===== src/dfs_pkg.sv =====
// package of constants and types for the data array program/erase sequencer
package dfs_pkg;

  // register byte offsets on the apb bus
  localparam logic [7:0] DFS_OFS_STATUS    = 8'h00; // command_status_register
  localparam logic [7:0] DFS_OFS_CONFIG    = 8'h04; // command_config_register
  localparam logic [7:0] DFS_OFS_ERR_CFG   = 8'h08; // error_config_register
  localparam logic [7:0] DFS_OFS_ERR_STAT  = 8'h0c; // error_status_register
  localparam logic [7:0] DFS_OFS_INDEX     = 8'h10; // command_index
  localparam logic [7:0] DFS_OFS_PARAM     = 8'h14; // command_parameter at the current index
  localparam logic [7:0] DFS_OFS_SECURITY  = 8'h18; // security_register
  localparam logic [7:0] DFS_OFS_PROTECT   = 8'h1c; // protection boundary
  localparam logic [7:0] DFS_OFS_MODE      = 8'h20; // operating mode control

  // status register bit positions
  localparam int DFS_ST_COMMAND_COMPLETE_FLAG   = 7;
  localparam int DFS_ST_ACCESS_ERROR_FLAG = 5;
  localparam int DFS_ST_PVIOL  = 4;
  localparam int DFS_ST_MG1    = 1;
  localparam int DFS_ST_MG0    = 0;

  // error config / status bit positions
  localparam int DFS_EF_DOUBLE = 1;
  localparam int DFS_EF_SINGLE = 0;

  // command codes and parameter slots
  localparam logic [7:0] DFS_CMD_PROGRAM = 8'h11;
  localparam logic [7:0] DFS_CMD_ERASE   = 8'h12;
  localparam logic [2:0] DFS_IX_ADDR     = 3'h1;
  localparam logic [2:0] DFS_IX_WORD0    = 3'h2;
  localparam logic [2:0] DFS_IX_WORD3    = 3'h5;
  localparam int         DFS_SLOTS       = 6;

  // data array geometry, global byte addresses
  localparam logic [22:0] DFS_ARRAY_BASE  = 23'h10_0000;
  localparam logic [22:0] DFS_ARRAY_LIMIT = 23'h10_8000;
  localparam int          DFS_SECTOR_LSB  = 8;
  localparam logic [22:0] DFS_SECURITY_ADDR = 23'h7f_ff0f;

  // operation timing
  localparam int DFS_PROG_NS        = 1000;
  localparam int DFS_ERASE_NS       = 20000;
  localparam int DFS_CLK_NS         = 10;
  localparam int DFS_PROG_CYC       = (DFS_PROG_NS + DFS_CLK_NS - 1) / DFS_CLK_NS;
  localparam int DFS_ERASE_CYC      = (DFS_ERASE_NS + DFS_CLK_NS - 1) / DFS_CLK_NS;
  localparam int DFS_CNT_W          = 16;

  // security byte field and reset fallback
  localparam logic [7:0] DFS_SEC_DEFAULT = 8'hff;
  localparam logic [1:0] DFS_SEC_UNSECURE = 2'h2;

  typedef enum logic [6:0] {
    DFS_BOOT    = 7'b0000001,
    DFS_BOOTRD  = 7'b0000010,
    DFS_IDLE    = 7'b0000100,
    DFS_CHECK   = 7'b0001000,
    DFS_PROGRAM = 7'b0010000,
    DFS_ERASE   = 7'b0100000,
    DFS_VERIFY  = 7'b1000000
  } dfs_state_t;

endpackage : dfs_pkg


===== src/dfs_array_if.sv =====
// interface between the sequencer and the array access module
`timescale 1ns/100ps
`default_nettype none
interface dfs_array_if;
  logic        rd_en;
  logic        wr_en;
  logic        erase_en;
  logic [22:0] addr;
  logic [15:0] wdata;
  logic [15:0] rdata;
  logic        ecc_single;
  logic        ecc_double;

  modport seq (output rd_en, output wr_en, output erase_en, output addr, output wdata,
               input rdata, input ecc_single, input ecc_double);
  modport mem (input rd_en, input wr_en, input erase_en, input addr, input wdata,
               output rdata, output ecc_single, output ecc_double);
endinterface : dfs_array_if
`default_nettype wire


===== src/dfs_array_port.sv =====
// array access port: registers the external array strobes and read data
`timescale 1ns/100ps
`default_nettype none
module dfs_array_port
  import dfs_pkg::*;
(
  input  wire logic        i_sys_clk,
  input  wire logic        i_rst_b,
  dfs_array_if.mem         arr,
  output logic             o_rd,
  output logic             o_wr,
  output logic             o_erase,
  output logic [22:0]      o_addr,
  output logic [15:0]      o_wdata,
  input  wire logic [15:0] i_rdata,
  input  wire logic        i_ecc_single,
  input  wire logic        i_ecc_double
);

  // strobes leave through flip-flops, read data return through one stage
  always_ff @(posedge i_sys_clk or negedge i_rst_b) begin
    if (!i_rst_b) begin
      o_rd    <= 1'b0;
      o_wr    <= 1'b0;
      o_erase <= 1'b0;
      o_addr  <= '0;
      o_wdata <= '0;
    end else begin
      o_rd    <= arr.rd_en;
      o_wr    <= arr.wr_en;
      o_erase <= arr.erase_en;
      o_addr  <= arr.addr;
      o_wdata <= arr.wdata;
    end
  end

  always_ff @(posedge i_sys_clk or negedge i_rst_b) begin
    if (!i_rst_b) begin
      arr.rdata      <= '0;
      arr.ecc_single <= 1'b0;
      arr.ecc_double <= 1'b0;
    end else begin
      arr.rdata      <= i_rdata;
      arr.ecc_single <= i_ecc_single;
      arr.ecc_double <= i_ecc_double;
    end
  end

endmodule : dfs_array_port
`default_nettype wire


===== src/dfs_sequencer.sv =====
// data array program/erase sequencer with apb register slave
// What this block does
// - program-words writes one to four erased words, then verifies each one
// - program slots: code 0x11 plus address high, address low, words zero to three
// - command index at launch sets how many words are programmed
// - clearing the completion flag launches; program only if unprotected; flag sets when done
// - program launch with index below 010 or above 101 raises access error
// - program: invalid address, odd address or run past array end is access error
// - command not allowed in current mode and security state raises access error
// - protected target raises protection violation and leaves array untouched
// - verify pass sets fault-any on any error, fault-uncorrectable on double errors
// - erase slots: code 0x12 plus address high, address anywhere in sector
// - erase clears whole sector, verifies its base word only, then sets completion flag
// - erase launch with index not 001, invalid or odd address is access error
// - command interrupt is completion flag and its enable
// - error interrupt is double or single fault flag with its enable
// - wait mode changes nothing; command interrupt can wake from wait
// - stop request while busy is held off until command completes
// - security register loads from the security byte at reset
// - newly programmed security byte only acts after next reset
// - index and parameter writes ignored while reset sequence is busy
// - reset during a command aborts it at once
//
// The APB slave port and the placing of the registers were left to the implementer.
`timescale 1ns/100ps
`default_nettype none
module dfs_sequencer
  import dfs_pkg::*;
(
  input  wire logic        i_sys_clk,
  input  wire logic        i_rst_b,
  input  wire logic        psel,
  input  wire logic        penable,
  input  wire logic        pwrite,
  input  wire logic [7:0]  paddr,
  input  wire logic [31:0] pwdata,
  output logic [31:0]      prdata,
  output logic             pready,
  output logic             pslverr,
  input  wire logic        i_stop_req,
  output logic             o_stop_ack,
  output logic             o_cmd_irq,
  output logic             o_err_irq,
  output logic [1:0]       o_security_state,
  output logic             o_arr_rd,
  output logic             o_arr_wr,
  output logic             o_arr_erase,
  output logic [22:0]      o_arr_addr,
  output logic [15:0]      o_arr_wdata,
  input  wire logic [15:0] i_arr_rdata,
  input  wire logic        i_arr_ecc_single,
  input  wire logic        i_arr_ecc_double
);

  dfs_array_if arr ();

  dfs_array_port u_port (
    .i_sys_clk    (i_sys_clk),
    .i_rst_b      (i_rst_b),
    .arr          (arr),
    .o_rd         (o_arr_rd),
    .o_wr         (o_arr_wr),
    .o_erase      (o_arr_erase),
    .o_addr       (o_arr_addr),
    .o_wdata      (o_arr_wdata),
    .i_rdata      (i_arr_rdata),
    .i_ecc_single (i_arr_ecc_single),
    .i_ecc_double (i_arr_ecc_double)
  );

  ////////////////////////////////////////////////////////////////////////////
  // registers and state

  dfs_state_t            state;
  logic                  command_complete_flag;
  logic                  access_error_flag;
  logic                  protection_violation_flag;
  logic                  verify_fault_any;
  logic                  verify_fault_uncorrectable;
  logic                  command_complete_irq_enable;
  logic                  double_bit_fault_irq_enable;
  logic                  single_bit_fault_irq_enable;
  logic                  double_bit_fault_flag;
  logic                  single_bit_fault_flag;
  logic [2:0]            command_index;
  logic [15:0]           command_parameter [DFS_SLOTS];
  logic [7:0]            security_register;
  logic [22:0]           protect_base;
  logic                  special_mode;
  logic [2:0]            launch_index;
  logic [1:0]            word_cnt;
  logic [1:0]            word_last;
  logic [22:0]           op_addr;
  logic [DFS_CNT_W-1:0]  wait_cnt;
  logic                  rd_pending;
  logic                  rd_seen;
  logic                  rd_mid;

  logic                  wr_acc;
  logic                  rd_acc;
  logic                  launch;
  logic                  regs_open;
  logic [7:0]            cmd_code;
  logic [22:0]           cmd_addr;
  logic                  addr_ok;
  logic                  allowed;
  logic                  is_prog;
  logic                  is_erase;
  logic                  launch_err;
  logic                  launch_prot;
  logic [22:0]           sector_base;
  logic [22:0]           last_addr;
  logic                  verify_last;

  assign wr_acc    = psel && penable && pwrite;
  assign rd_acc    = psel && penable && !pwrite;
  assign pready    = 1'b1;
  assign regs_open = command_complete_flag && (state == DFS_IDLE);
  // writing one to the flag bit clears it and launches
  assign launch    = wr_acc && (paddr == DFS_OFS_STATUS) && pwdata[DFS_ST_COMMAND_COMPLETE_FLAG] && regs_open;

  ////////////////////////////////////////////////////////////////////////////
  // launch checks

  assign cmd_code    = command_parameter[0][15:8];
  assign cmd_addr    = {command_parameter[0][6:0], command_parameter[DFS_IX_ADDR]};
  assign is_prog     = (cmd_code == DFS_CMD_PROGRAM);
  assign is_erase    = (cmd_code == DFS_CMD_ERASE);
  assign last_addr   = cmd_addr + {20'h0, 2'(command_index - DFS_IX_WORD0), 1'b0};
  assign addr_ok     = (cmd_addr >= DFS_ARRAY_BASE) && (cmd_addr < DFS_ARRAY_LIMIT) && !cmd_addr[0];
  // unsecured or special mode may modify the array
  assign allowed     = special_mode || (security_register[1:0] == DFS_SEC_UNSECURE);
  assign sector_base = {cmd_addr[22:DFS_SECTOR_LSB], {DFS_SECTOR_LSB{1'b0}}};

  always_comb begin
    launch_err = 1'b0;
    if (!allowed || !(is_prog || is_erase)) begin
      launch_err = 1'b1;
    end else if (is_prog) begin
      if (command_index < DFS_IX_WORD0 || command_index > DFS_IX_WORD3) begin
        launch_err = 1'b1;
      end else if (!addr_ok || last_addr >= DFS_ARRAY_LIMIT) begin
        launch_err = 1'b1;
      end
    end else if (command_index != DFS_IX_ADDR || !addr_ok) begin
      launch_err = 1'b1;
    end
  end

  // area at or above the boundary is protected
  assign launch_prot = is_prog ? (last_addr >= protect_base)
                               : (sector_base >= protect_base || sector_base + 23'h100 > protect_base);

  ////////////////////////////////////////////////////////////////////////////
  // sequencer

  assign verify_last = rd_seen && (word_cnt == word_last);

  always_ff @(posedge i_sys_clk or negedge i_rst_b) begin
    if (!i_rst_b) begin
      state                 <= DFS_BOOT;
      command_complete_flag <= 1'b0;
      launch_index          <= '0;
      word_cnt              <= '0;
      word_last             <= '0;
      op_addr               <= '0;
      wait_cnt              <= '0;
      rd_pending            <= 1'b0;
      rd_mid                <= 1'b0;
      rd_seen               <= 1'b0;
    end else begin
      // strobe stage, array answer, then the port's capture stage
      rd_pending <= arr.rd_en;
      rd_mid     <= rd_pending;
      rd_seen    <= rd_mid;
      case (state)
        DFS_BOOT: begin
          state <= DFS_BOOTRD;
        end
        DFS_BOOTRD: begin
          if (rd_seen) begin
            state                 <= DFS_IDLE;
            command_complete_flag <= 1'b1;
          end
        end
        DFS_IDLE: begin
          if (launch) begin
            command_complete_flag <= 1'b0;
            launch_index          <= command_index;
            state                 <= DFS_CHECK;
          end
        end
        DFS_CHECK: begin
          if (launch_err || launch_prot) begin
            command_complete_flag <= 1'b1;
            state                 <= DFS_IDLE;
          end else if (is_prog) begin
            word_cnt  <= '0;
            word_last <= 2'(launch_index - DFS_IX_WORD0);
            op_addr   <= cmd_addr;
            wait_cnt  <= DFS_CNT_W'(DFS_PROG_CYC);
            state     <= DFS_PROGRAM;
          end else begin
            word_cnt  <= '0;
            word_last <= '0;
            op_addr   <= sector_base;
            wait_cnt  <= DFS_CNT_W'(DFS_ERASE_CYC);
            state     <= DFS_ERASE;
          end
        end
        DFS_PROGRAM: begin
          if (wait_cnt != '0) begin
            wait_cnt <= wait_cnt - 1'b1;
          end else if (word_cnt == word_last) begin
            word_cnt <= '0;
            op_addr  <= cmd_addr;
            state    <= DFS_VERIFY;
          end else begin
            word_cnt <= word_cnt + 1'b1;
            op_addr  <= op_addr + 23'h2;
            wait_cnt <= DFS_CNT_W'(DFS_PROG_CYC);
          end
        end
        DFS_ERASE: begin
          if (wait_cnt != '0) begin
            wait_cnt <= wait_cnt - 1'b1;
          end else begin
            word_last <= 2'(launch_index - launch_index);
            state     <= DFS_VERIFY;
          end
        end
        DFS_VERIFY: begin
          // erase verify samples the sector base only; a full sweep costs too much here
          if (verify_last) begin
            command_complete_flag <= 1'b1;
            state                 <= DFS_IDLE;
          end else if (rd_seen) begin
            word_cnt <= word_cnt + 1'b1;
            op_addr  <= op_addr + 23'h2;
          end
        end
        default: begin
          state <= DFS_BOOT;
        end
      endcase
    end
  end

  // array strobes: write only from the program state so a protected area stays untouched
  assign arr.wr_en    = (state == DFS_PROGRAM) && (wait_cnt == DFS_CNT_W'(DFS_PROG_CYC));
  assign arr.erase_en = (state == DFS_ERASE) && (wait_cnt == DFS_CNT_W'(DFS_ERASE_CYC));
  assign arr.rd_en    = ((state == DFS_BOOT) || (state == DFS_VERIFY)) && !rd_pending && !rd_mid && !rd_seen;
  assign arr.addr     = (state == DFS_BOOT) ? DFS_SECURITY_ADDR : op_addr;
  assign arr.wdata    = command_parameter[3'(DFS_IX_WORD0) + 3'(word_cnt)];

  ////////////////////////////////////////////////////////////////////////////
  // status flags

  always_ff @(posedge i_sys_clk or negedge i_rst_b) begin
    if (!i_rst_b) begin
      access_error_flag         <= 1'b0;
      protection_violation_flag <= 1'b0;
    end else if (state == DFS_CHECK) begin
      access_error_flag         <= launch_err;
      protection_violation_flag <= !launch_err && launch_prot;
    end else if (wr_acc && paddr == DFS_OFS_STATUS) begin
      if (pwdata[DFS_ST_ACCESS_ERROR_FLAG]) access_error_flag <= 1'b0;
      if (pwdata[DFS_ST_PVIOL]) protection_violation_flag <= 1'b0;
    end
  end

  always_ff @(posedge i_sys_clk or negedge i_rst_b) begin
    if (!i_rst_b) begin
      verify_fault_any           <= 1'b0;
      verify_fault_uncorrectable <= 1'b0;
    end else if (launch) begin
      verify_fault_any           <= 1'b0;
      verify_fault_uncorrectable <= 1'b0;
    end else if (rd_seen && (state == DFS_VERIFY || state == DFS_BOOTRD)) begin
      if (arr.ecc_single || arr.ecc_double) verify_fault_any <= 1'b1;
      if (arr.ecc_double) verify_fault_uncorrectable <= 1'b1;
      if (state == DFS_VERIFY && state != DFS_BOOTRD && launch_index == DFS_IX_ADDR
          && arr.rdata != 16'hffff) verify_fault_any <= 1'b1;
      if (state == DFS_VERIFY && launch_index != DFS_IX_ADDR && arr.rdata != arr.wdata) verify_fault_any <= 1'b1;
    end
  end

  // ecc read fault flags: write one to clear, a new fault in the same cycle wins
  always_ff @(posedge i_sys_clk or negedge i_rst_b) begin
    if (!i_rst_b) begin
      double_bit_fault_flag <= 1'b0;
      single_bit_fault_flag <= 1'b0;
    end else begin
      double_bit_fault_flag <= (rd_seen && arr.ecc_double) ||
        (double_bit_fault_flag && !(wr_acc && paddr == DFS_OFS_ERR_STAT && pwdata[DFS_EF_DOUBLE]));
      single_bit_fault_flag <= (rd_seen && arr.ecc_single && !arr.ecc_double) ||
        (single_bit_fault_flag && !(wr_acc && paddr == DFS_OFS_ERR_STAT && pwdata[DFS_EF_SINGLE]));
    end
  end

  ////////////////////////////////////////////////////////////////////////////
  // software registers

  always_ff @(posedge i_sys_clk or negedge i_rst_b) begin
    if (!i_rst_b) begin
      command_complete_irq_enable <= 1'b0;
      double_bit_fault_irq_enable <= 1'b0;
      single_bit_fault_irq_enable <= 1'b0;
      protect_base                <= DFS_ARRAY_LIMIT;
      special_mode                <= 1'b0;
    end else if (wr_acc) begin
      case (paddr)
        DFS_OFS_CONFIG: command_complete_irq_enable <= pwdata[DFS_ST_COMMAND_COMPLETE_FLAG];
        DFS_OFS_ERR_CFG: begin
          double_bit_fault_irq_enable <= pwdata[DFS_EF_DOUBLE];
          single_bit_fault_irq_enable <= pwdata[DFS_EF_SINGLE];
        end
        DFS_OFS_PROTECT: protect_base <= pwdata[22:0];
        DFS_OFS_MODE: special_mode <= pwdata[0];
        default: ;
      endcase
    end
  end

  always_ff @(posedge i_sys_clk or negedge i_rst_b) begin
    if (!i_rst_b) begin
      command_index <= '0;
    end else if (wr_acc && paddr == DFS_OFS_INDEX && regs_open) begin
      command_index <= pwdata[2:0];
    end
  end

  for (genvar g = 0; g < DFS_SLOTS; g++) begin : g_param
    always_ff @(posedge i_sys_clk or negedge i_rst_b) begin
      if (!i_rst_b) begin
        command_parameter[g] <= '0;
      end else if (wr_acc && paddr == DFS_OFS_PARAM && regs_open && command_index == 3'(g)) begin
        command_parameter[g] <= pwdata[15:0];
      end
    end
  end

  // security byte is sampled only by the reset read; later programming waits for next reset
  always_ff @(posedge i_sys_clk or negedge i_rst_b) begin
    if (!i_rst_b) begin
      security_register <= DFS_SEC_DEFAULT;
    end else if (state == DFS_BOOTRD && rd_seen) begin
      security_register <= arr.ecc_double ? DFS_SEC_DEFAULT : arr.rdata[7:0];
    end
  end

  ////////////////////////////////////////////////////////////////////////////
  // read mux and outputs

  always_ff @(posedge i_sys_clk or negedge i_rst_b) begin
    if (!i_rst_b) begin
      prdata  <= '0;
      pslverr <= 1'b0;
    end else begin
      pslverr <= 1'b0;
      prdata  <= '0;
      if (psel && !penable && !pwrite) begin
        case (paddr)
          DFS_OFS_STATUS: begin
            prdata[DFS_ST_COMMAND_COMPLETE_FLAG]   <= command_complete_flag;
            prdata[DFS_ST_ACCESS_ERROR_FLAG] <= access_error_flag;
            prdata[DFS_ST_PVIOL]  <= protection_violation_flag;
            prdata[DFS_ST_MG1]    <= verify_fault_any;
            prdata[DFS_ST_MG0]    <= verify_fault_uncorrectable;
          end
          DFS_OFS_CONFIG:   prdata[DFS_ST_COMMAND_COMPLETE_FLAG] <= command_complete_irq_enable;
          DFS_OFS_ERR_CFG:  prdata[1:0] <= {double_bit_fault_irq_enable, single_bit_fault_irq_enable};
          DFS_OFS_ERR_STAT: prdata[1:0] <= {double_bit_fault_flag, single_bit_fault_flag};
          DFS_OFS_INDEX:    prdata[2:0] <= command_index;
          DFS_OFS_PARAM:    prdata[15:0] <= (command_index < 3'(DFS_SLOTS)) ?
                                            command_parameter[command_index] : 16'h0000;
          DFS_OFS_SECURITY: prdata[7:0] <= security_register;
          DFS_OFS_PROTECT:  prdata[22:0] <= protect_base;
          DFS_OFS_MODE:     prdata[0] <= special_mode;
          default:          pslverr <= 1'b1;
        endcase
      end else if (psel && !penable && pwrite) begin
        pslverr <= !(paddr inside {DFS_OFS_STATUS, DFS_OFS_CONFIG, DFS_OFS_ERR_CFG, DFS_OFS_ERR_STAT,
                                   DFS_OFS_INDEX, DFS_OFS_PARAM, DFS_OFS_SECURITY, DFS_OFS_PROTECT,
                                   DFS_OFS_MODE});
      end
    end
  end

  // wait mode has no input here: the block runs on unchanged and the irq wakes the core
  assign o_cmd_irq        = command_complete_flag && command_complete_irq_enable;
  assign o_err_irq        = (double_bit_fault_flag && double_bit_fault_irq_enable) ||
                            (single_bit_fault_flag && single_bit_fault_irq_enable);
  assign o_stop_ack       = i_stop_req && command_complete_flag;
  assign o_security_state = security_register[1:0];

endmodule : dfs_sequencer
`default_nettype wire


===== config.mk =====
export PLATFORM = sky130hd
export DESIGN_NAME = dfs_sequencer
export DESIGN_NICKNAME = d
export VERILOG_FILES = /design/src/dfs_pkg.sv /design/src/dfs_array_if.sv /design/src/dfs_array_port.sv /design/src/dfs_sequencer.sv
export SDC_FILE = /design/constraint.sdc
export NUM_CORES = 1
export LEC_CHECK = 0
export BUFFER_PORTS_ARGS = -buffer_cell sky130_fd_sc_hd__buf_2
export CORE_UTILIZATION = 55
export DETAILED_ROUTE_END_ITERATION = 8
export PLACE_DENSITY = 0.75
export SLEW_MARGIN = 5
export SYNTH_ARGS = -nofsm -noshare
export SYNTH_HDL_FRONTEND = slang
export SYNTH_SLANG_ARGS = --single-unit

===== constraint.sdc =====
create_clock -name i_sys_clk -period 4.8 [get_ports i_sys_clk]
set_clock_uncertainty 0.1 [all_clocks]
set_input_delay 1.44 -clock i_sys_clk [delete_from_list [all_inputs] [get_ports i_sys_clk]]
set_output_delay 1.44 -clock i_sys_clk [all_outputs]
set_load 0.02 [all_outputs]

==> results of run 1 <==
-- synthesized netlist by cell type (12+ instances only) --
cell	number
o211ai_1	17
nand2_1	156
a22o_1	13
and3_1	17
buf_4	15
nand4_1	21
dfrtp_1	269
a22oi_1	12
mux4_2	16
xnor2_1	20
o221ai_1	15
clkbuf_1	65
o21ai_0	73
nor3_1	50
nand2b_1	36
xor2_1	31
mux2_2	95
nor4_1	29
ha_1	60
a21oi_1	92
inv_1	66
o22ai_1	18
buf_2	16
nor2_1	85
nand3_1	35
o2bb2ai_1	15
-- kinds of logic (layout without fill, tap and decap cells) --
logic type / count (synthesis) / in the layout / synth area share
flip-flops: 280 / 280 / 0.460
AO/OA/AOI/OAI: 338 / 338 / 0.149
adder cells (fa/ha/maj): 61 / 61 / 0.0505
buffers and inverters: 171 / 292 / 0.0471
XOR/XNOR: 51 / 51 / 0.0293
multiplexers: 121 / 121 / 0.100
AND/OR/NAND/NOR: 495 / 495 / 0.164
other: 2 / 10 / 0.000492
-- cells in the final DEF (no fill, tap or decap), types with 7 or more instances in the layout --
cell	instances
o2bb2ai_1	15
buf_4	45
nor4_1	28
nand3_1	35
mux4_2	16
a21o_1	11
dfrtp_1	267
mux2i_1	10
inv_1	66
nand4_1	21
conb_1	10
a31oi_1	7
a22oi_1	12
clkbuf_8	8
dfstp_2	11
ha_1	60
nand2_1	156
buf_2	124
or3_1	10
a211oi_1	7
and3_1	17
o221ai_1	15
a21oi_1	91
o211ai_1	17
xnor2_1	20
nand2b_1	36
a22o_1	13
mux2_2	95
o22ai_1	18
xor2_1	31
nor2_1	85
nor3_1	49
o21ai_0	72
and2_1	7
clkbuf_16	29
-- metal layers --
metal,part of all wire,global-route usage,wire length [um],vias to the layer above
met2,0.46,0.490,20000,582
met1,0.43,0.435,18500,6317
li1,-,-,-,5710
met5,0,0,0,-
met3,0.073,0.0419,3140,110
met4,0.034,0.109,1460,0
-- state kept, by name, summed over array words and instances (netlist names), 3 cells and up --
| name | flops |
|---|---|
| cmd_code | 8 |
| wait_cnt | 16 |
| command_index | 3 |
| security_register | 8 |
| u_port.o_addr | 23 |
| protect_base | 23 |
| u_port.o_wdata | 16 |
| state | 7 |
| prdata | 23 |
| op_addr | 23 |
| command_parameter | 65 |
| u_port.arr.rdata | 16 |
| cmd_addr | 23 |
| launch_index | 3 |
-- worst paths after layout --
kind / cells after the start / start / endpoint / slack (ns)
setup / recovery: 15 / cmd_addr[1] / op_addr[15] / 0.34
hold / removal: 0 / rd_mid / rd_seen / 0.29
setup reg to reg: 15 / cmd_addr[1] / op_addr[15] / 0.34
hold reg to reg: 0 / rd_mid / rd_seen / 0.29
max in group asynchronous: 2 / i_rst_b / cmd_addr[16] / 2.67
min in group asynchronous: 1 / i_rst_b / command_parameter[28] / 0.82
-- timing repair --
item,4_1_cts,5_1_grt
resized for setup,0,1
endpoints found under the setup margin,0,2
hold endpoints to repair,0,0
-- stage by stage --
stage	power [uW]	setup WS [ns]	util	std cells
floorplan	3380	0.456	-	1527
global route	6300	0.0961	0.640	2020
global placement	3740	0.438	0.603	1966
finish	6070	0.342	0.640	2020
CTS	6090	0.332	0.640	2020
detailed placement	3770	0.342	0.603	1966
-- area by class of cell --
class / instances / area share
flip-flops and latches: 280 / 0.405
repair buffers: 172 / 0.0584
inverters: 66 / 0.0143
clock inverters: 11 / 0.00793
clock buffers: 43 / 0.0495
multi-input cells: 1076 / 0.438
well taps: 372 / 0.0268
-- power by group --
| part | internal (uW) | leakage [uW] | total, uW | switching (uW) |
|---|---|---|---|---|
| logic | 346 | 0.00412 | 1000 | 658 |
| registers | 2590 | 0.00348 | 2730 | 137 |
| clock network | 1390 | 0.000496 | 2340 | 947 |
==> parameters.txt, run 1 <==
Parameter                              Value

Setup path
  Most numerous cell on the critical path ... ha_1
  Highest net fanout along the worst path ... 35
  Slowest cell on the critical path ... or4_1
  Highest cell delay on the worst timing path ... 0.63 ns
  Worst Path Buf+Inv ... 1
  Worst Setup End Kind ... flip-flop
  Critical path arrival ... 4.78 ns
  Required @ worst endpoint ... 5.12 ns
  Start-to-end type of the worst setup path ... reg -> reg
  Kind of cell with the highest combined delay on the critical path ... compound AO/OA/AOI/OAI gates
  Cells along the critical path ... ha_1 > fa_1 > nand3_1 > or4_1 > xnor2_1 > ha_1 > nand4_1 > nor3_1 > o41ai_1 > o211ai_1 > a211oi_2 > o2111a_1 > buf_12 > o21ai_2 > o2bb2ai_1
  Sort of element at the start of the critical path ... flip-flop

Timing
  Final-report hold violation count ... 0
  RSZ-0062 raised after global routing ... no
  Fraction of the cycle the final worst path needs ... 0.929
  Count of endpoints failing setup in the final report ... 0
  Accumulated negative setup slack ... 0 ns
  Highest attainable clock frequency ... 0.224 GHz
  Number of max-slew violations in the final report ... 0
  Min cycle time layout ... around 4.5 ns
  Worst hold-check slack ... between 0.2 and 0.3 ns
  Transition time at the pin with the least slew margin ... 1.20 ns
  Tightest slew margin relative to the limit ... 0.200

Global route
  Overall overflow remaining after global route ... 0
  Number of antenna violations at the first check in global routing ... 0
  GRT Util Overall ... 0.308
  Largest net degree at the start of global routing ... 98
  Via count of the first global-routing pass ... 12418
  Global-route wire length before repair ... 68800 um

Synth
  Post-synthesis cell type with the largest combined area ... dfrtp_1
  Top cells by area, synth ... dfrtp_1, mux2_2, ha_1
  Average cell area after synthesis ... 10.0 um^2
  Number of synthesized register bits ... 280
  Synth Instances ... 1519
  Number of flops mapped to enable cells by yosys ... 0
  Yosys synthesis warning count ... 0
  Syn Std Cell Area ... 15300 um^2
  Yosys cell types ... 82
  Leading register cell type out of synthesis ... dfrtp_1
  Fraction of the yosys area taken by sequential cells ... 0.460
  Share of synthesized registers carrying an async set or reset ... 1.00
  Fraction of synthesized cell area taken by the top area cell type ... 0.441

Clocking
  Number of H-tree levels ... 1
  Clock tree root driver cell ... clkbuf_16
  Buffer depth of the longest clock path ... 3
  # clock sinks ... 280
  Skew-Pair Late Insertion Delay ... 0.57 ns
  Clock slew at the register clock pins of the worst setup and hold paths ... around 0.060 ns
  Clock buffers created by TritonCTS ... 29
  TritonCTS clock tree ... done
  Number of buffers inserted by hold repair at cts ... 0
  Post-CTS setup repair buffer count ... 0

Drt
  Residual DRC count ... 0
  Total number of vias ... approximately 13000
  Average wire length per cell after detail routing ... between 20 and 25 um
  Vias per Instance ... between 6 and 7
  Number of nets with antenna violations after detailed routing ... 0
  Wire length reported by the detailed router ... 43100 um
  Number of detailed-route iterations in the first pass ... 5
  DRC violation total after the first TritonRoute iteration ... 1362

Placement
  Instance area after placement ... roughly 16000 um^2
  Count of port buffers added during placement ... around 130
  RePlAce Congestion ... 0.928
  Half-perimeter wire length after placement ... 29800 um

Die
  Initial standard-cell utilization of the core ... 0.563
  Die ar. ... 28400 um^2
  Core footprint ... ~27000 um^2
  Width of the die ... 169 um
  Number of top-level pins ... 145
  Placement row count ... 60
  Die extent in y ... 169 um

Run
  Max-Cap Viols ... 0

Cells and area
  Proportion of layout cells with a drive suffix above 1 ... 0.227
  Layout fillers ... approximately 2200
  Ant diodes ... 0
  Area overhead of the layout relative to synthesis ... 13.7%
  Net count reported at finish ... 1750
  Final std cell area, no fill ... 17300 um^2
  Sequential standard cell area ... 7020 um^2
  Total area of multi-input combinational cells ... approximately 7600 um^2

Worst hold path
  Hold Path Class ... reg -> reg

Power
  Worst vdd rail ir drop ... 0.000278 V
  PwrDens ... 350 nW/um^2
  Leak pwr ... 0.00809 uW

Outcome
  Result of the run ... complete, no violations
Power figures use the tool's default switching activity.
==> run 2, diff against run 1 <==
--- a/config.mk
+++ b/config.mk
@@ -6,10 +6,11 @@
 export NUM_CORES = 1
 export LEC_CHECK = 0
 export BUFFER_PORTS_ARGS = -buffer_cell sky130_fd_sc_hd__buf_2
-export CORE_UTILIZATION = 55
+export CORE_UTILIZATION = 50
 export DETAILED_ROUTE_END_ITERATION = 8
-export PLACE_DENSITY = 0.75
+export PLACE_DENSITY = 0.69
 export SLEW_MARGIN = 5
 export SYNTH_ARGS = -nofsm -noshare
 export SYNTH_HDL_FRONTEND = slang
+export SYNTH_HIERARCHICAL = 1
 export SYNTH_SLANG_ARGS = --single-unit
==> run 2 against run 1 <==
Net effect: critical path depth rose by 1; final cell count fell by 5.2%; first-iteration DRC count fell by 17%; critical endpoint is now op_addr[16]; largest cell class unchanged.
==> parameters.txt, run 2 <==
Parameter                              Value

Setup path
  Highest net fanout along the worst path ... 22 (was 35)
  Critical path arrival ... 4.62 ns (was 4.78 ns)
  Start-to-end type of the worst setup path ... reg -> reg (unchanged)
  Worst Setup End Kind ... flip-flop (unchanged)
  Sort of element at the start of the critical path ... flip-flop (unchanged)
  Required @ worst endpoint ... 5.15 ns (was 5.12 ns)

Die
  Core footprint ... 28900 um^2 (was 27100 um^2)
  Die extent in y ... 174 um (was 169 um)
  Number of top-level pins ... 145 (unchanged)
  Initial standard-cell utilization of the core ... 0.513 (was 0.563)
  Width of the die ... 174 um (was 169 um)
  Die ar. ... 30400 um^2 (was 28400 um^2)
  Placement row count ... 62 (was 60)

Global route
  Global-route wire length before repair ... 62700 um (was 68800 um)
  Via count of the first global-routing pass ... 11132 (was 12418)
  Number of antenna violations at the first check in global routing ... 0 (unchanged)
  Largest net degree at the start of global routing ... 110 (was 98)
  Overall overflow remaining after global route ... 0 (unchanged)
  GRT Util Overall ... 0.263 (was 0.308)

Placement
  Placed Cells incl. Taps ... 1856 (was 1966)
  Half-perimeter wire length after placement ... 28500 um (was 29800 um)
  Instance area after placement ... 16000 um^2 (was 16300 um^2)
  RePlAce Congestion ... 0.908 (was 0.928)
  Count of port buffers added during placement ... 125 (unchanged)

Synth
  Synth Instances ... 1376 (was 1519)
  Top cells by area, synth ... dfrtp_1, mux2_2, ha_1 (unchanged)
  Yosys synthesis warning count ... 6 (was 0)
  Fraction of synthesized cell area taken by the top area cell type ... 0.455 (was 0.441)
  Yosys cell types ... 78 (was 82)
  Syn Std Cell Area ... 14900 um^2 (was 15300 um^2)
  Leading cell types by count after synthesis ... dfrtp_1, nand2_1, o21ai_0, nor2_1, mux2_2 (was dfrtp_1, nand2_1, mux2_2, a21oi_1, nor2_1)
  Count leader, synth ... dfrtp_1 (unchanged)
  Number of synthesized register bits ... 281 (was 280)
  Number of flops mapped to enable cells by yosys ... 0 (unchanged)
  Average cell area after synthesis ... 10.8 um^2 (was 10.0 um^2)
  Fraction of the yosys area taken by sequential cells ... 0.474 (was 0.460)
  Post-synthesis cell type with the largest combined area ... dfrtp_1 (unchanged)
  Leading register cell type out of synthesis ... dfrtp_1 (unchanged)
  Share of synthesized registers carrying an async set or reset ... 1.00 (unchanged)

Timing
  Fraction of the cycle the final worst path needs ... 0.890 (was 0.929)
  Count of endpoints failing setup in the final report ... 0 (unchanged)
  Accumulated negative setup slack ... 0 ns (unchanged)
  Min cycle time layout ... 4.27 ns (was 4.46 ns)
  Final-report hold violation count ... 0 (unchanged)
  RSZ-0062 raised after global routing ... no (unchanged)
  Highest attainable clock frequency ... 0.234 GHz (was 0.224 GHz)
  Tightest slew margin relative to the limit ... 0.216 (was 0.200)
  Number of max-slew violations in the final report ... 0 (unchanged)
  Transition time at the pin with the least slew margin ... 1.18 ns (was 1.20 ns)

Cells and area
  Final std cell area, no fill ... 17000 um^2 (was 17300 um^2)
  Most common cell after layout, fill and taps aside ... dfrtp_1 (unchanged)
  Ant diodes ... 0 (unchanged)
  Area overhead of the layout relative to synthesis ... 14.6% (was 13.7%)
  Most frequent cells in the layout ... dfrtp_1, buf_2, nand2_1, o21ai_0, nor2_1 (was dfrtp_1, nand2_1, buf_2, mux2_2, a21oi_1)
  Largest reg by FF count ... command_parameter (unchanged)
  Net count reported at finish ... 1630 (was 1750)
  Final core utilization ... 0.589 (was 0.640)
  Proportion of layout cells with a drive suffix above 1 ... 0.240 (was 0.227)
  Layout fillers ... 2402 (was 2188)
  Cell Count, Final, Fillers Out ... 1914 (was 2020)
  Max reg flops ... 65 (unchanged)

Clocking
  Buffer depth of the longest clock path ... 3 (unchanged)
  Number of H-tree levels ... 1 (unchanged)
  Post-CTS setup repair buffer count ... 0 (unchanged)
  Clock tree root driver cell ... clkbuf_16 (unchanged)
  TritonCTS clock tree ... done (unchanged)
  Number of buffers inserted by hold repair at cts ... 0 (unchanged)
  Total of cells resized after clock tree synthesis ... 0 (unchanged)
  Clock slew at the register clock pins of the worst setup and hold paths ... 0.06 ns (about the same)
  Clock buffers created by TritonCTS ... 31 (was 29)
  Skew-Pair Late Insertion Delay ... 0.58 ns (was 0.57 ns)
  # clock sinks ... 281 (was 280)

Drt
  Vias per Instance ... 5.96 (was 6.30)
  Residual DRC count ... 0 (unchanged)
  Total number of vias ... 11402 (was 12719)
  Wire length reported by the detailed router ... 39300 um (was 43100 um)
  Number of detailed-route iterations in the first pass ... 8 (was 5)
  Number of nets with antenna violations after detailed routing ... 0 (unchanged)
  DRC violation total after the first TritonRoute iteration ... 1126 (was 1362)
  Average wire length per cell after detail routing ... 20.5 um (was 21.3 um)

Power
  Leak pwr ... 0.00813 uW (was 0.00809 uW)
  Worst vdd rail ir drop ... 0.000278 V (about the same)
  PwrDens ... 334 nW/um^2 (was 350 nW/um^2)
  Total power draw ... 5700 uW (was 6070 uW)

Outcome
  Result of the run ... complete, no violations (unchanged)

Worst hold path
  Hold Path Class ... reg -> reg (unchanged)

Run
  Max-Cap Viols ... 0 (unchanged)
==> run 2: changes by cell type after synthesis, sizes merged, moves of 15 or more <==
cell	delta
nand2	-58
a21oi	-33
xnor2	+18
nand4	+17
mux4	+16
o21ai	+16
xor2	-16
mux2	+15
o211ai	-15
o2bb2ai	-15
==> run 2: where the power goes <==
part           leakage, uW  internal [uW]  total [uW]  switching (uW)
clock             0.000517           1410        2400             989
combinational      0.00395            214         661             446
sequential         0.00366           2550        2640            93.4
==> run 2: layout make-up <==
cell class | count | area, um^2 | area share
tap | 384 | 480 | 0.0282
clock inverter | 14 | 145 | 0.00852
timing repair buffer | 173 | 1020 | 0.0600
sequential | 281 | 7050 | 0.414
clock buffer | 44 | 895 | 0.0525
inverter | 57 | 214 | 0.0126
multi-input combinational | 961 | 7230 | 0.424
==> run 2: path summary, 6_finish.rpt <==
check,cells after the start,startpoint,slack [ns],endpoint
setup reg to reg,16,command_index[1],0.53,op_addr[16]
hold reg to reg,0,rd_mid,0.28,rd_seen
max in group asynchronous,2,i_rst_b,2.84,u_port/o_wdata[6]
hold / removal,0,rd_mid,0.28,rd_seen
min in group asynchronous,1,i_rst_b,0.81,op_addr[22]
setup / recovery,16,command_index[1],0.53,op_addr[16]
==> run 2: logic make-up after synthesis <==
group / Yosys count / share of synthesized area
AND/OR/NAND/NOR: 408 / 0.144
buffers and inverters: 142 / 0.0420
flip-flops: 281 / 0.474
AO/OA/AOI/OAI: 271 / 0.113
XOR/XNOR: 53 / 0.0312
adder cells (fa/ha/maj): 61 / 0.0519
multiplexers: 158 / 0.143
other: 2 / 0.000505
==> run 2: metrics by stage <==
step	setup slack, ns	hold WS [ns]
4_1_cts	0.552	0.277
6_report	0.528	0.278
3_3_place_gp	0.434	0.256
2_1_floorplan	0.320	0.250
3_5_place_dp	0.384	0.267
5_1_grt	0.282	0.289
==> run 2: layer usage <==
| metal | track usage | vias up | wire (um) |
|---|---|---|---|
| met3 | 0.0411 | 71 | 2250 |
| met5 | 0 | - | 0 |
| met4 | 0.0928 | 0 | 1420 |
| li1 | - | 5257 | - |
| met1 | 0.363 | 5670 | 17200 |
| met2 | 0.420 | 404 | 18300 |
==> run 2: worst max-delay path, cell delays in order, from the launching register on <==
cell       delay, ns
dfrtp_1         0.38
inv_1           0.25
fa_1            0.32
nand4_1         0.18
nor2_1          0.26
nand3_1         0.13
xnor2_1         0.14
ha_1            0.30
nand4_1         0.14
nor4_1          0.35
nor3_1          0.09
a311oi_1        0.22
o32ai_1         0.21
a21oi_2         0.48
buf_4           0.35
nor3_1          0.09
a2bb2oi_1       0.14
==> run 3, diff against run 2 <==
--- a/config.mk
+++ b/config.mk
@@ -5,10 +5,10 @@
 export SDC_FILE = /design/constraint.sdc
 export NUM_CORES = 1
 export LEC_CHECK = 0
+export ABC_AREA = 1
 export BUFFER_PORTS_ARGS = -buffer_cell sky130_fd_sc_hd__buf_2
-export CORE_UTILIZATION = 50
+export CORE_UTILIZATION = 35
 export DETAILED_ROUTE_END_ITERATION = 8
-export PLACE_DENSITY = 0.69
 export SLEW_MARGIN = 5
 export SYNTH_ARGS = -nofsm -noshare
 export SYNTH_HDL_FRONTEND = slang
==> run 3 against run 2 <==
Net effect: die area increased by 48%; sequential cell count unchanged; critical endpoint is now op_addr[10]; clock power increased by 8.3%; register-to-register slack about the same; hold slack got worse by 0.013 ns; sequential share of layout area decreased by 1.7 points; non-clock buffer count decreased by 27.
==> parameters.txt, run 3 <==
Parameter                              Value

Outcome
  Result of the run ... complete, no violations (unchanged)

Drt
  Vias per Instance ... 5.12 (was 5.96)
  DRC violation total after the first TritonRoute iteration ... 1264 (was 1126)
  Average wire length per cell after detail routing ... 17.4 um (was 20.5 um)
  Wire length reported by the detailed router ... 46500 um (was 39300 um)
  Residual DRC count ... 0 (unchanged)
  Number of nets with antenna violations after detailed routing ... 0 (unchanged)
  Number of detailed-route iterations in the first pass ... 5 (was 8)
  Total number of vias ... 13663 (was 11402)

Global route
  Via count of the first global-routing pass ... 12785 (was 11132)
  Largest net degree at the start of global routing ... 88 (was 110)
  GRT Util Overall ... 0.208 (was 0.263)
  Global-route wire length before repair ... 72000 um (was 62700 um)
  Overall overflow remaining after global route ... 0 (unchanged)
  Number of antenna violations at the first check in global routing ... 1 (was 0)

Timing
  Min cycle time layout ... 4.27 ns (about the same)
  RSZ-0062 raised after global routing ... no (unchanged)
  Fraction of the cycle the final worst path needs ... 0.889 (was 0.890)
  Final-report hold violation count ... 0 (unchanged)
  Accumulated negative setup slack ... 0 ns (unchanged)
  Post-route setup slack ... 0.534 ns (was 0.528 ns)
  Number of max-slew violations in the final report ... 0 (unchanged)
  Count of endpoints failing setup in the final report ... 0 (unchanged)
  Highest attainable clock frequency ... 0.234 GHz (about the same)
  Tightest slew margin relative to the limit ... 0.392 (was 0.216)
  Transition time at the pin with the least slew margin ... 0.909 ns (was 1.18 ns)

Cells and area
  Proportion of layout cells with a drive suffix above 1 ... 0.131 (was 0.240)
  Most frequent cells in the layout ... nand2_1, dfrtp_1, o21ai_0, inv_1, nor2_1 (was dfrtp_1, buf_2, nand2_1, o21ai_0, nor2_1)
  Area overhead of the layout relative to synthesis ... 14.8% (was 14.6%)
  Net count reported at finish ... 2184 (was 1630)
  Max reg flops ... 65 (unchanged)
  Final std cell area, no fill ... 17800 um^2 (was 17000 um^2)
  Layout fillers ... 4455 (was 2402)
  Most common cell after layout, fill and taps aside ... nand2_1 (was dfrtp_1)
  Ant diodes ... 0 (unchanged)
  Largest reg by FF count ... command_parameter (unchanged)
  Cell Count, Final, Fillers Out ... 2669 (was 1914)

Setup path
  Sort of element at the start of the critical path ... flip-flop (unchanged)
  Number of cells on the worst reg-to-reg path ... 23 (was 16)
  Critical path arrival ... 4.58 ns (was 4.62 ns)
  Setup slack, reg-to-reg ... 0.53 ns (about the same)
  Reg-to-Reg End ... op_addr[10] (was op_addr[16])
  Worst Setup End Kind ... flip-flop (unchanged)
  Highest net fanout along the worst path ... 37 (was 22)
  Start-to-end type of the worst setup path ... reg -> reg (unchanged)
  Required @ worst endpoint ... 5.12 ns (was 5.15 ns)
  Worst R2R Start ... command_index[1] (unchanged)

Clocking
  Clock buffers created by TritonCTS ... 34 (was 31)
  Total of cells resized after clock tree synthesis ... 0 (unchanged)
  # clock sinks ... 281 (unchanged)
  Skew-Pair Late Insertion Delay ... 0.56 ns (was 0.58 ns)
  Post-CTS setup repair buffer count ... 0 (unchanged)
  Buffer depth of the longest clock path ... 3 (unchanged)
  Number of H-tree levels ... 2 (was 1)
  Number of buffers inserted by hold repair at cts ... 0 (unchanged)
  Clock slew at the register clock pins of the worst setup and hold paths ... 0.06 ns (about the same)
  Clock tree root driver cell ... clkbuf_16 (unchanged)
  TritonCTS clock tree ... done (unchanged)

Synth
  Number of synthesized register bits ... 281 (unchanged)
  Count leader, synth ... nand2_1 (was dfrtp_1)
  Average cell area after synthesis ... 7.93 um^2 (was 10.8 um^2)
  Yosys synthesis warning count ... 6 (unchanged)
  Synth Instances ... 1950 (was 1376)
  Yosys cell types ... 55 (was 78)
  Leading register cell type out of synthesis ... dfrtp_1 (unchanged)
  Fraction of synthesized cell area taken by the top area cell type ... 0.437 (was 0.455)
  Post-synthesis cell type with the largest combined area ... dfrtp_1 (unchanged)
  Top cells by area, synth ... dfrtp_1, nand2_1, o21ai_0 (was dfrtp_1, mux2_2, ha_1)
  Leading cell types by count after synthesis ... nand2_1, dfrtp_1, o21ai_0, inv_1, nor2_1 (was dfrtp_1, nand2_1, o21ai_0, nor2_1, mux2_2)
  Share of synthesized registers carrying an async set or reset ... 1.00 (unchanged)
  Fraction of the yosys area taken by sequential cells ... 0.455 (was 0.474)
  Syn Std Cell Area ... 15500 um^2 (was 14900 um^2)
  Number of flops mapped to enable cells by yosys ... 0 (unchanged)

Die
  Placement row count ... 76 (was 62)
  Die extent in y ... 212 um (was 174 um)
  Die ar. ... 45000 um^2 (was 30400 um^2)
  Initial standard-cell utilization of the core ... 0.357 (was 0.513)
  Number of top-level pins ... 145 (unchanged)
  Core footprint ... 43400 um^2 (was 28900 um^2)
  Width of the die ... 212 um (was 174 um)

Placement
  Worst slack, placed ... 0.594 ns (was 0.384 ns)
  Instance area after placement ... 16600 um^2 (was 16000 um^2)
  Half-perimeter wire length after placement ... 33700 um (was 28500 um)
  Count of port buffers added during placement ... 125 (unchanged)
  RePlAce Congestion ... 0.895 (was 0.908)
  Placed Cells incl. Taps ... 2608 (was 1856)

Worst hold path
  Hold Path Class ... reg -> reg (unchanged)
  Number of cells traversed by the worst hold path ... 0 (unchanged)
  Worst Hold Launch ... rd_mid (unchanged)
  Hold Path End ... rd_seen (unchanged)

Power
  PwrDens ... 363 nW/um^2 (was 334 nW/um^2)
  Worst vdd rail ir drop ... 0.000246 V (was 0.000278 V)
  Leak pwr ... 0.00853 uW (was 0.00813 uW)

Run
  Max-Cap Viols ... 0 (unchanged)
[run 3: worst max path at each step]
| stage | startpoint | endpoint | slack (ns) | cells after the start |
|---|---|---|---|---|
| final | command_index[1] | op_addr[10] | 0.53 | 23 |
| after global routing | command_index[1] | op_addr[7] | 0.18 | 23 |
| after CTS | command_index[1] | op_addr[10] | 0.58 | 23 |
| after detailed placement | command_index[1] | op_addr[10] | 0.59 | 23 |
| after global placement | command_index[1] | op_addr[10] | 0.68 | 23 |
| after floorplan | command_index[0] | op_addr[6] | 1.47 | 22 |
[run 3: area by class of cell]
class                      instances  area (um^2)  share of cell area
clock inverter                    11          156             0.00881
multi-input combinational       1360         7150               0.403
clock buffer                      50          962              0.0542
timing repair buffer             146          818              0.0461
inverter                         236          886              0.0499
sequential                       281         7050               0.397
tap                              585          732              0.0412
[run 3: cells by family after synthesis]
family                     share of synthesized area
AOI/OAI and AO/OA                              0.155
xor gates and xnor gates                      0.0294
adders and majority gates                     0.0498
buffers and inverters                         0.0842
DFF                                            0.455
other                                       0.000485
and+or+nand+nor                                0.225
[run 3: metal layers]
layer | up-vias | routed length, um | track usage
met2 | 436 | 21900 | 0.339
met4 | 2 | 1500 | 0.0806
met5 | - | 11 | 0
li1 | 6604 | - | -
met1 | 6533 | 20200 | 0.278
met3 | 88 | 2940 | 0.0298
[run 3: critical path: stages (launching register included)]
cell and delay, ns:
dfrtp_1 0.49, inv_1 0.18, ha_1 0.31, nand2_1 0.06, nor2_1 0.11, nand3_1 0.07, nand2_1 0.13, inv_1 0.08
nor3_1 0.20, xor2_1 0.17, inv_1 0.05, ha_1 0.29, nand2_1 0.09, inv_1 0.06, a221oi_1 0.29, nand2_1 0.09
nor2_1 0.12, nand2_1 0.06, nand2_1 0.20, nand3_2 0.14, nand2_4 0.12, nand3_4 0.42, nand2_1 0.23, o21ai_2 0.07
[run 3: where the power goes]
| group | internal, uW | switching, uW | total, uW |
|---|---|---|---|
| registers | 2620 | 113 | 2730 |
| clock network | 1560 | 1040 | 2600 |
| logic | 314 | 810 | 1120 |
[run 3: metrics by stage]
step / hold WS, ns / power (uW) / util
after floorplan: 0.250 / 3480 / -
after global placement: 0.261 / 3890 / 0.384
after detailed placement: 0.260 / 3910 / 0.384
after CTS: 0.262 / 6530 / 0.409
after global routing: 0.272 / 6750 / 0.409
final: 0.265 / 6450 / 0.409
